## src/common/resolver_cfg_map.svh

```systemverilog
`ifndef RESOLVER_CFG_MAP_SVH
`define RESOLVER_CFG_MAP_SVH

// register addresses, all with the address flag set
`define ADDR_EXC_FREQ 8'h91
`define ADDR_CONTROL 8'h92
`define ADDR_SOFT_RESET 8'hf0
`define ADDR_FAULT 8'hff

// byte layout
`define BIT_ADDR_FLAG 7
`define BIT_PARITY 7

// control field positions
`define CTL_LOCK_RANGE 5
`define CTL_HYST_EN 4
`define CTL_ENC_HI 3
`define CTL_ENC_LO 2
`define CTL_RES_HI 1
`define CTL_RES_LO 0

// fault bit positions
`define FLT_CLIP 7
`define FLT_LOSS 6
`define FLT_OVERRANGE 5
`define FLT_MISMATCH 4
`define FLT_TRACK 3
`define FLT_VELOCITY 2
`define FLT_PHASE 1
`define FLT_PARITY 0

// reset values; freq word assumes an 8.192 MHz converter clock for 10 kHz
`define RST_CONTROL 8'h7e
`define RST_FCW 7'h28
`define EXC_ACC_BITS 15
`define SERIAL_BITS 4'h8

`endif

```

## src/common/resolver_cfg_pkg.sv

```systemverilog
package resolver_cfg_pkg;

	// resolution codes, index formed as {sel_lo, sel_hi}
	typedef enum logic [1:0] {
		RES_10,
		RES_12,
		RES_14,
		RES_16
	} res_e;

	// configuration handed to the tracking loop and excitation generator
	typedef struct packed {
		logic [6:0] freq_control_word;
		logic lock_range_narrow;
		logic hyst_en;
		res_e enc_res;
		res_e out_res;
	} loop_cfg_s;

	// raw fault detector levels, fault register bit 0 is generated in the register block
	typedef struct packed {
		logic clip;
		logic signal_loss;
		logic overrange;
		logic mismatch;
		logic track;
		logic velocity;
		logic phase;
	} fault_in_s;

endpackage

```

## src/hw/resolver_converter_config_regs.sv

```systemverilog
`timescale 1ns/10ps
`include "resolver_cfg_map.svh"
// Operation
// - excitation frequency register at 0x91 holds a seven-bit word in low bits.
// - excitation frequency equals word times clock divided by two to fifteen.
// - after reset the frequency word gives 10 kHz excitation.
// - control register at 0x92 resets to 0x7e.
// - control bit 5 picks lock range: 0 is 360 degrees, 1 is 44.
// - one LSB hysteresis between position integrator and position register.
// - control bit 4 enables hysteresis, enabled after reset.
// - control bits 3 and 2 select encoder resolution 10/12/14/16.
// - encoder outputs run at 16 bits after reset.
// - output resolution from control bits in config mode, else from pins.
// - position and velocity run at 12 bits after reset in config mode.
// - written byte with bit 7 high is an address, low is data.
// - data write stores a parity bit over bits 6..0 in bit 7.
// - readback of 0x91 and 0x92 recomputes parity and returns bit 7 high on mismatch.
// - address 0xf0 in config mode starts a software reset, no data.
// - software reset keeps config, clears faults, restarts excitation phase.
// - fault register at 0xff; any fault drives a fault pin low.
// - fault bits active high, clip down to parity error.
// - registers writable over the parallel or the four-wire serial port.
// - config mode when both mode selects high; writes and parallel reads need it, serial readback does not.
// - parallel write latches address then data on write strobe rising edges.
// - first sample falling edge after fault read clears fault pins.
module resolver_converter_config_regs
	import resolver_cfg_pkg::*;
(
	input wire logic clk, // converter clock
	input wire logic reset, // synchronous, active high
	input wire logic mode_sel_0, // mode select 0
	input wire logic mode_sel_1, // mode select 1
	input wire logic cs_n, // chip select
	input wire logic rd_n, // read strobe
	input wire logic write_strobe_frame_sync, // write strobe / frame sync, low active
	input wire logic soe_n, // high: parallel, low: serial
	input wire logic sample_n, // sample strobe
	input wire logic [7:0] db_in, // data bus pins in
	output logic [7:0] db_out, // data bus pins out
	output logic db_oe_n, // low while driving the bus
	input wire logic sclk, // serial clock
	input wire logic sdi, // serial data in
	output logic sdo, // serial data out
	input wire logic out_res_sel_lo, // resolution pin, low bit
	input wire logic out_res_sel_hi, // resolution pin, high bit
	input wire fault_in_s fault_in, // detector levels
	input wire logic [15:0] pos_in, // position integrator output
	output logic [15:0] pos_hyst, // position register input
	output loop_cfg_s loop_cfg, // loop and generator settings
	output logic [`EXC_ACC_BITS-1:0] exc_phase, // excitation phase accumulator
	output logic loop_restart, // one-cycle restart pulse
	output logic signal_degrade_flag_n, // low on signal fault
	output logic tracking_loss_flag_n // low on tracking fault
);

	logic [7:0] exc_freq_word;
	logic [7:0] control_settings;
	logic [7:0] fault_flags;
	logic [7:0] addr_reg;
	logic [7:0] read_value;
	logic config_mode;
	logic wr_prev;
	logic sclk_prev;
	logic rd_prev;
	logic sample_prev;
	logic par_wr;
	logic ser_byte;
	logic [7:0] wr_byte;
	logic wr_valid;
	logic [7:0] shift_in;
	logic [7:0] shift_out;
	logic [3:0] bit_count;
	logic read_access;
	logic ser_fsync_fall;
	logic parity_bad;
	logic soft_reset;
	logic fault_read_seen;
	logic sample_fall;
	logic [7:0] fault_set;
	logic clear_flags;
	res_e next_out_res;

	assign config_mode = mode_sel_0 & mode_sel_1;

	// parallel write edge, rising edge of the strobe with chip selected
	assign par_wr = soe_n & ~cs_n & write_strobe_frame_sync & ~wr_prev;
	assign ser_fsync_fall = ~soe_n & ~write_strobe_frame_sync & wr_prev;
	assign wr_byte = par_wr ? db_in : {shift_in[6:0], sdi};
	assign wr_valid = config_mode & (par_wr | ser_byte);

	// a serial byte completes on the eighth falling clock edge in a frame
	assign ser_byte = ~soe_n & ~write_strobe_frame_sync & sclk_prev & ~sclk
		& (bit_count == `SERIAL_BITS - 4'h1);

	// a read access is a parallel read start or a serial frame start
	assign read_access = config_mode & ((soe_n & ~cs_n & ~rd_n & rd_prev) | ser_fsync_fall);

	assign soft_reset = wr_valid & (wr_byte == `ADDR_SOFT_RESET);
	assign sample_fall = sample_prev & ~sample_n;

	// edge history; inputs are synchronous so no synchroniser is needed
	always_ff @(posedge clk) begin
		if (reset) begin
			wr_prev <= 1'b1;
			sclk_prev <= 1'b0;
			rd_prev <= 1'b1;
			sample_prev <= 1'b1;
		end else begin
			wr_prev <= write_strobe_frame_sync;
			sclk_prev <= sclk;
			rd_prev <= rd_n;
			sample_prev <= sample_n;
		end
	end

	// serial shift in on falling clock edges, msb first
	always_ff @(posedge clk) begin
		if (reset) begin
			shift_in <= 8'h00;
			bit_count <= 4'h0;
		end else if (soe_n | write_strobe_frame_sync) begin
			bit_count <= 4'h0; // frame ends clear a partial byte
		end else if (sclk_prev & ~sclk) begin
			shift_in <= {shift_in[6:0], sdi};
			bit_count <= ser_byte ? 4'h0 : bit_count + 4'h1;
		end
	end

	// address latch; the last address stays valid across mode changes
	always_ff @(posedge clk) begin
		if (reset) begin
			addr_reg <= `ADDR_FAULT;
		end else if (wr_valid & wr_byte[`BIT_ADDR_FLAG]) begin
			addr_reg <= wr_byte;
		end
	end

	// data bytes land in the addressed register with even parity in bit 7
	always_ff @(posedge clk) begin
		if (reset) begin
			exc_freq_word <= {1'b0, `RST_FCW};
			control_settings <= `RST_CONTROL;
		end else if (wr_valid & ~wr_byte[`BIT_ADDR_FLAG]) begin
			if (addr_reg == `ADDR_EXC_FREQ) begin
				exc_freq_word <= {^wr_byte[6:0], wr_byte[6:0]};
			end else if (addr_reg == `ADDR_CONTROL) begin
				control_settings <= {^wr_byte[6:0], wr_byte[6:0]};
			end
		end
	end

	// readback value; parity checked on the read/write registers only
	always_comb begin
		parity_bad = 1'b0;
		if (addr_reg == `ADDR_EXC_FREQ) begin
			parity_bad = exc_freq_word[`BIT_PARITY] != ^exc_freq_word[6:0];
			read_value = {parity_bad, exc_freq_word[6:0]};
		end else if (addr_reg == `ADDR_CONTROL) begin
			parity_bad = control_settings[`BIT_PARITY] != ^control_settings[6:0];
			read_value = {parity_bad, control_settings[6:0]};
		end else if (addr_reg == `ADDR_FAULT) begin
			read_value = fault_flags;
		end else begin
			read_value = 8'h00;
		end
	end

	// parallel bus drive, only while selected and reading in config mode
	always_ff @(posedge clk) begin
		if (reset) begin
			db_out <= 8'h00;
			db_oe_n <= 1'b1;
		end else begin
			db_out <= read_value;
			db_oe_n <= ~(soe_n & ~cs_n & ~rd_n & config_mode);
		end
	end

	// serial out: loaded at frame start, shifted on falling clock edges
	always_ff @(posedge clk) begin
		if (reset) begin
			shift_out <= 8'h00;
			sdo <= 1'b0;
		end else if (ser_fsync_fall) begin
			shift_out <= read_value;
			sdo <= read_value[7];
		end else if (~soe_n & ~write_strobe_frame_sync & sclk_prev & ~sclk) begin
			shift_out <= {shift_out[6:0], 1'b0};
			sdo <= shift_out[6];
		end
	end

	// fault events; parity mismatch seen on readback feeds bit 0
	always_comb begin
		fault_set = 8'h00;
		fault_set[`FLT_CLIP] = fault_in.clip;
		fault_set[`FLT_LOSS] = fault_in.signal_loss;
		fault_set[`FLT_OVERRANGE] = fault_in.overrange;
		fault_set[`FLT_MISMATCH] = fault_in.mismatch;
		fault_set[`FLT_TRACK] = fault_in.track;
		fault_set[`FLT_VELOCITY] = fault_in.velocity;
		fault_set[`FLT_PHASE] = fault_in.phase;
		fault_set[`FLT_PARITY] = read_access & parity_bad;
	end

	// clear on the sample edge after a fault read, or on software reset
	assign clear_flags = (sample_fall & fault_read_seen) | soft_reset;

	// sticky flags; a new event in the clearing cycle still sets its bit
	always_ff @(posedge clk) begin
		if (reset) begin
			fault_flags <= 8'h00;
		end else begin
			fault_flags <= (clear_flags ? 8'h00 : fault_flags) | fault_set;
		end
	end

	// remember that the fault register was read since the last sample edge
	always_ff @(posedge clk) begin
		if (reset) begin
			fault_read_seen <= 1'b0;
		end else if (read_access & (addr_reg == `ADDR_FAULT)) begin
			fault_read_seen <= 1'b1;
		end else if (sample_fall | soft_reset) begin
			fault_read_seen <= 1'b0;
		end
	end

	// fault pins, low active; signal faults on one pin, tracking on the other
	always_ff @(posedge clk) begin
		if (reset) begin
			signal_degrade_flag_n <= 1'b1;
			tracking_loss_flag_n <= 1'b1;
		end else begin
			signal_degrade_flag_n <= ~(|fault_flags[7:4]);
			tracking_loss_flag_n <= ~(|fault_flags[3:0]);
		end
	end

	// output resolution: control bits in config mode, pins otherwise
	always_comb begin
		if (config_mode) begin
			next_out_res = res_e'({control_settings[`CTL_RES_LO],
				control_settings[`CTL_RES_HI]});
		end else begin
			next_out_res = res_e'({out_res_sel_lo, out_res_sel_hi});
		end
	end

	// settings to the loop, registered so outputs come from flip-flops
	always_ff @(posedge clk) begin
		if (reset) begin
			loop_cfg.freq_control_word <= `RST_FCW;
			loop_cfg.lock_range_narrow <= 1'(`RST_CONTROL >> `CTL_LOCK_RANGE);
			loop_cfg.hyst_en <= 1'(`RST_CONTROL >> `CTL_HYST_EN);
			loop_cfg.enc_res <= RES_16;
			loop_cfg.out_res <= RES_12;
		end else begin
			loop_cfg.freq_control_word <= exc_freq_word[6:0];
			loop_cfg.lock_range_narrow <= control_settings[`CTL_LOCK_RANGE];
			loop_cfg.hyst_en <= control_settings[`CTL_HYST_EN];
			loop_cfg.enc_res <= res_e'({control_settings[`CTL_ENC_LO],
				control_settings[`CTL_ENC_HI]});
			loop_cfg.out_res <= next_out_res;
		end
	end

	// phase accumulator; wraps every 2^15/word clocks, restart keeps parts aligned
	always_ff @(posedge clk) begin
		if (reset | soft_reset) begin
			exc_phase <= '0;
		end else begin
			exc_phase <= exc_phase + {8'h00, exc_freq_word[6:0]};
		end
	end

	// one-cycle restart to the tracking loop
	always_ff @(posedge clk) begin
		if (reset) begin
			loop_restart <= 1'b0;
		end else begin
			loop_restart <= soft_reset;
		end
	end

	// weight of one output lsb at the given resolution
	function automatic logic [15:0] lsb_step(input res_e r);
		case (r)
			RES_10: lsb_step = 16'h0040;
			RES_12: lsb_step = 16'h0010;
			RES_14: lsb_step = 16'h0004;
			default: lsb_step = 16'h0001;
		endcase
	endfunction

	logic [15:0] step;
	logic [15:0] pos_diff;
	logic [15:0] pos_mag;
	assign step = lsb_step(loop_cfg.out_res);
	assign pos_diff = pos_in - pos_hyst;
	assign pos_mag = pos_diff[15] ? 16'h0000 - pos_diff : pos_diff;

	// hysteresis: move only on more than one lsb, low bits zeroed when on
	always_ff @(posedge clk) begin
		if (reset) begin
			pos_hyst <= 16'h0000;
		end else if (!loop_cfg.hyst_en) begin
			pos_hyst <= pos_in;
		end else if (pos_mag > step) begin
			pos_hyst <= pos_in & ~(step - 16'h0001);
		end
	end

endmodule

```

## config.mk

```make
export PLATFORM = sky130hd
export DESIGN_NAME = resolver_converter_config_regs
export DESIGN_NICKNAME = d
export VERILOG_FILES = /design/src/common/resolver_cfg_pkg.sv /design/src/hw/resolver_converter_config_regs.sv
export VERILOG_INCLUDE_DIRS = /design/src /design/src/common
export SDC_FILE = /design/constraint.sdc
export NUM_CORES = 1
export LEC_CHECK = 0
export BUFFER_PORTS_ARGS = -buffer_cell sky130_fd_sc_hd__buf_2
export CAP_MARGIN = 10
export CORE_MARGIN = 2
export CORE_UTILIZATION = 51
export DETAILED_ROUTE_END_ITERATION = 10
export GPL_TIMING_DRIVEN = 0
export PLACE_DENSITY_LB_ADDON = 0.05
export SLEW_MARGIN = 30
export SYNTH_ARGS = -nofsm -noshare
export SYNTH_HDL_FRONTEND = slang
export SYNTH_SLANG_ARGS = --single-unit
```

## constraint.sdc

```tcl
create_clock -name clk -period 3.7 [get_ports clk]
set_input_delay 0.185 -clock clk [delete_from_list [all_inputs] [get_ports clk]]
set_output_delay 0.185 -clock clk [all_outputs]
set_load 0.05 [all_outputs]
```

### Yosys cells after proc, flatten, opt, wreduce, memory -nomap -nowiden

Cells that the tools add are included.

| word-level totals | value |
|---|---|
| register bits | 112 |
| input port bits | 44 |
| output and inout port bits | 57 |
| logic and storage cells | 116 |

| cells by class | value |
|---|---|
| add/subtract/negate cells | 5 |
| $lt $le $gt $ge | 1 |
| equality and inequality tests | 10 |
| multiplexer cells | 19 |
| bitwise logic cells | 44 |
| reduce and logical (&&, ||, !) cells | 12 |

Operators by type and width:

| kind | number |
|---|---|
| $mux 16 | 3 |
| $mux 8 | 5 |
| $eq 8x8->1 const B | 4 |
| $and 1x1->1 | 22 |
| $pmux 7 s3 | 1 |
| $reduce_xor 7->1 | 3 |
| $and 16x16->16 | 1 |
| $gt 16x16->1 | 1 |
| $not 16->16 | 1 |
| $sub 1x16->16 const A | 1 |
| $sub 16x1->16 const B | 1 |
| $sub 16x16->16 | 1 |
| $add 15x7->15 | 1 |
| $mux 7 | 2 |
| $not 1->1 | 13 |
| $or 8x8->8 | 1 |
| $reduce_or 4->1 | 2 |
| $mux 1 | 6 |
| $or 1x1->1 | 6 |
| $add 4x1->4 const B | 1 |
| $eq 4x3->1 const B | 1 |
| $mux 4 | 1 |
| $reduce_and 2->1 | 2 |
| $reduce_bool 2->1 | 2 |
| 8 further kinds | 9 |

### Logic depth before layout (Yosys ltp)

| logic depth | value |
|---|---|
| depth after elaboration | 11 |
| depth in mapped cells | 18 |

### Least setup slack after synthesis

No wires, ideal clock.

| timing path | value |
|---|---|
| path kind | reg-to-reg |
| start point | register pos_hyst[8] |
| end point | register pos_hyst[11] |
| setup time | 121 ps |
| arrival time | 4388 ps |
| data required time | 3579 ps |
| path slack | -809 ps |
| cell stages (with the launch flop) | 19 |
| path buffers | 2 |
| period minus slack after synthesis | 4509 ps |
| cell sequence | dfxtp_1 > inv_1 > ha_1 > buf_2 > and4_1 > nor2b_1 > or3_1 > a21o_1 > a211oi_1 > clkbuf_1 > o21ai_0 > xnor2_1 > ha_1 > nor3_1 > a21oi_1 > a311o_1 > o21ai_2 > nand3_4 > mux2i_1 |

| on the way | value |
|---|---|
| cells in the longest elaborated chain, start to end | 5 |

Ends and longest elaborated chain:

| what | line | text |
|---|---|---|
| start: declaration | resolver_converter_config_regs.sv:48 | `output logic [15:0] pos_hyst,` |
| start signal: assignment | resolver_converter_config_regs.sv:308 | `pos_hyst <= pos_in;` |
| start signal: assignment | resolver_converter_config_regs.sv:310 | `pos_hyst <= pos_in & ~(step - 16'h0001);` |
| $sub 16x16->16 * | resolver_converter_config_regs.sv:300 | `assign pos_diff = pos_in - pos_hyst;` |
| $sub 1x16->16 | resolver_converter_config_regs.sv:301 | `assign pos_mag = pos_diff[15] ? 16'h0000 - pos_diff : pos_diff;` |
| $mux 16 * | resolver_converter_config_regs.sv:301 |  |
| $gt 16x16->1 * | resolver_converter_config_regs.sv:309 | `end else if (pos_mag > step) begin` |
| $ne 2x1->1 (no line) * | - |  |

Every way passes the cells marked *; elsewhere a longest branch is shown, timed or not.
A chain may end at the register's enable or synchronous reset.

### Worst setup path after layout

| timing path | value |
|---|---|
| start point | register pos_hyst[9] |
| end point | register pos_hyst[10] |

Same word-level chain as after synthesis.

==> impl_metrics.yaml <==
grt:
  grt_pass1_wl_microns: 26770
  grtUsageTotal_pct: 26.44
  antenna_found_initial: 0
  grt_pass1_vias: 5443
  grt_max_degree: 20
  grt-ovfl-total: 0
power_and_ir_drop:
  ir_worst_vdd_mv: 0.2688
  p_leak_nw: 3.310
  comb_power_share_pct: 31.5
  switchingPower_mw: 1.099
  clkPwrFrac_pct: 30.4
  power_mw: 3.328
  seq_power_share_pct: 38.0
  p_int_mw: 2.229
  switching_share_pct: 33.02
  p_per_area_nw_per_um2: 435.4
min_path:
  worstHoldStart: "sample_n"
  hold_class: "in2reg"
  holdPathStages: 3
  worst_hold_path.endpoint: "sample_prev"
setup_path:
  critPathMaxFanout: 6
  required_ns: 3.97
  worst_setup_path_start_kind: "flop"
  reg2reg_depth: 18
  cp.arrival_ns: 4.11
  worstPathCellList: "inv_4 -> ha_4 -> and4_4 -> nor2b_1 -> or3_4 -> a21o_1 -> buf_6 -> a211o_4 -> nor2_4 -> xnor2_2 -> ha_1 -> inv_1 -> a31oi_1 -> o31a_1 -> o21ai_4 -> buf_4 -> nand4_1 -> a21oi_1"
  cp-end-kind: "flop"
  r2r_end: "pos_hyst[10]"
  reg2reg_from: "pos_hyst[9]"
  criticalPathCategory: "reg2reg"
  cpPeakStageDelay_ns: 0.40
  cpMaxStageDelayCell: "or3_4"
  worst-r2r-setup-slack_ns: -0.14
place:
  gp_congestion: 0.9038
  io_buffers: 100
  dpl.hpwl_microns: 12070
  pre_cts_slack_ns: -0.6007
  dpl_cell_area_sq_um: 6758
final_layout:
  drive_gt1_share_pct: 27.63
  final_common_cell: "dfxtp_1"
  area_growth_pct: 28.59
  layout_common_cells: "102 x dfxtp_1, 100 x buf_2, 82 x nand2_1"
  layout.nets: 920
  top_register: "pos_hyst"
  utilization_pct: 66.93
  largest_reg_flops: 16
  top_regs: "pos_hyst: 16 flops, exc_phase: 15 flops, loop_cfg: 13 flops"
  final_area_sq_um: 7642
  n_antenna_cell: 0
floorplanning:
  core_sq_um: 11420
  start_util_pct: 52.05
  die_area_sq_um: 12530
  die_w_microns: 112.0
  chipHeight_microns: 112.0
  rows: 39
  io_pins: 101
synth:
  syn_area_sq_um: 5943
  yosysSeqAreaShare_pct: 37.73
  syn_inst: 698
  synth_area_leader_cell: "dfxtp_1"
  yosysWarnings: 0
  synthFlopType: "dfxtp_1"
  synth_top_area_share_pct: 37.73
  synth-edff-count: 0
  avgSynthCellArea_sq_um: 8.515
  synthArstFlopShare_pct: 0
  synth_nets: 776
  ys_top_cells_by_area: "dfxtp_1 38%, ha_1 6.7%, nand2_1 5.2%"
  synth-seq-cells: 112
  synthDistinctLibCells: 71
routing:
  wl_microns: 17300
  routed-wl-met2_microns: 8329
  drtAntennaViolNets: 0
  drc: 0
  top_layer: "met4"
  wl_met1_microns: 7249
  wire_per_inst_microns: 17.47
  vias: 5787
  first_pass_iters: 5
  drt-vias-per-instance: 5.845
  drt-initial-drc-count: 397
  dr_wl_met3_microns: 1171
clock_network:
  cts_buffer_depth: 2
  clk_pin_slew_ns: 0.08
  cts_root_buffer: "clkbuf_16"
  h-tree-depth: 3
  cts_tree: "built"
  cts_buffers: 9
  clk_latency_ns: 0.35
  cts.sink_count: 112
  cts_hold_buf: 0
timing:
  max_freq_mhz: 260.3
  worst_pin_slew_ns: 0.7627
  maxSlewHeadroom_pct: 48.91
  rsz0062_at_grt: "yes"
  hold_violations: 0
  fin_tns_setup_ns: -1.918
  min_period_ns: 3.841
  drv_slew: 0
  skew_ns: 0.01166
  setup_violations: 16
  finalCritPeriodShare_pct: 103.8
  setup_ws_ns: -0.1415
run_status:
  violations: "setup timing"
  status: "finished with violations"
job:
  maxCapViolations: 0
[cell type report]
cell class                 instances  area [sq um]
buffer                            22         117.6
clock buffer                      12         246.5
clock inverter                     4         63.81
fill                             963          3776
inverter                          43         166.4
multi-input combinational        520          3810
sequential                       112          2267
tap                              143         178.9
timing repair buffer             134         792.0
[power by group through the flow]
stage                     clock, mW  combinational (mW)  sequential (mW)
after floorplan                   0               0.487             1.38
after global placement            0               0.755             1.29
after detailed placement          0               0.772             1.29
after CTS                      1.03               0.948             1.26
after global routing           1.07                1.11             1.27
final                          1.01                1.05             1.27
[critical path: cells and delay by family (launching register included)]
kind / cells / cell delay, ns
compound gates: 6 / 1.40
fa+ha+maj: 2 / 0.57
buf+inv: 4 / 0.42
xor+xnor: 1 / 0.08
simple gates: 5 / 0.90
flops: 1 / 0.37
[synth_stat cells (9+ instances only)]
library cell	instances
inv_1	43
a21oi_1	51
nor2b_1	15
o211ai_1	21
nor2_1	70
clkbuf_1	19
nand3_1	15
nand2_1	82
or2_2	10
nor3_1	9
a222oi_1	14
o21ai_0	18
xor2_1	16
mux2i_1	18
ha_1	32
xnor2_1	31
nand4_1	13
dfxtp_1	112
[how the worst max path moves through the flow]
stage                            from      endpoint  slack, ns  depth (start not counted)
final                     pos_hyst[9]  pos_hyst[10]      -0.14                         18
after global routing      pos_hyst[9]  pos_hyst[10]      -0.30                         18
after CTS                 pos_hyst[0]  pos_hyst[11]      -0.08                         15
after detailed placement  pos_hyst[8]  pos_hyst[15]      -0.60                         18
after global placement    pos_hyst[8]   pos_hyst[4]      -0.48                         18
after floorplan           pos_hyst[8]   pos_hyst[4]      -0.16                         18
[through the flow]
step                      std cells  hold slack, ns
after floorplan                 698          0.2814
after detailed placement        941          0.3893
final                           990         0.03446
after global routing            990         0.02900
after global placement          941          0.3855
after CTS                       979         0.02469
[layer usage]
layer / vias up / GRT usage (%)
met3: 55 / 5.117
li1: 2759 / -
met2: 259 / 44.44
met1: 2714 / 33.78
met4: 0 / 10.08
met5: - / 0
[logic make-up after synthesis]
family          share of synthesized area, %
buf+inv                                4.568
simple gates                           20.76
fa+ha+maj                              7.410
compound gates                         19.20
flops                                  37.73
mux                                    3.410
xor+xnor                               6.926
[what timing repair did]
item | in CTS | in global routing
hold endpoints to repair | 0 | 0
setup buffers | 23 | 11
endpoints found under the setup margin | 16 | 16
resized for setup | 30 | 28
pin swaps | 26 | 36
cloned | 0 | 1
No activity file was read; power rests on OpenSTA's default activity.
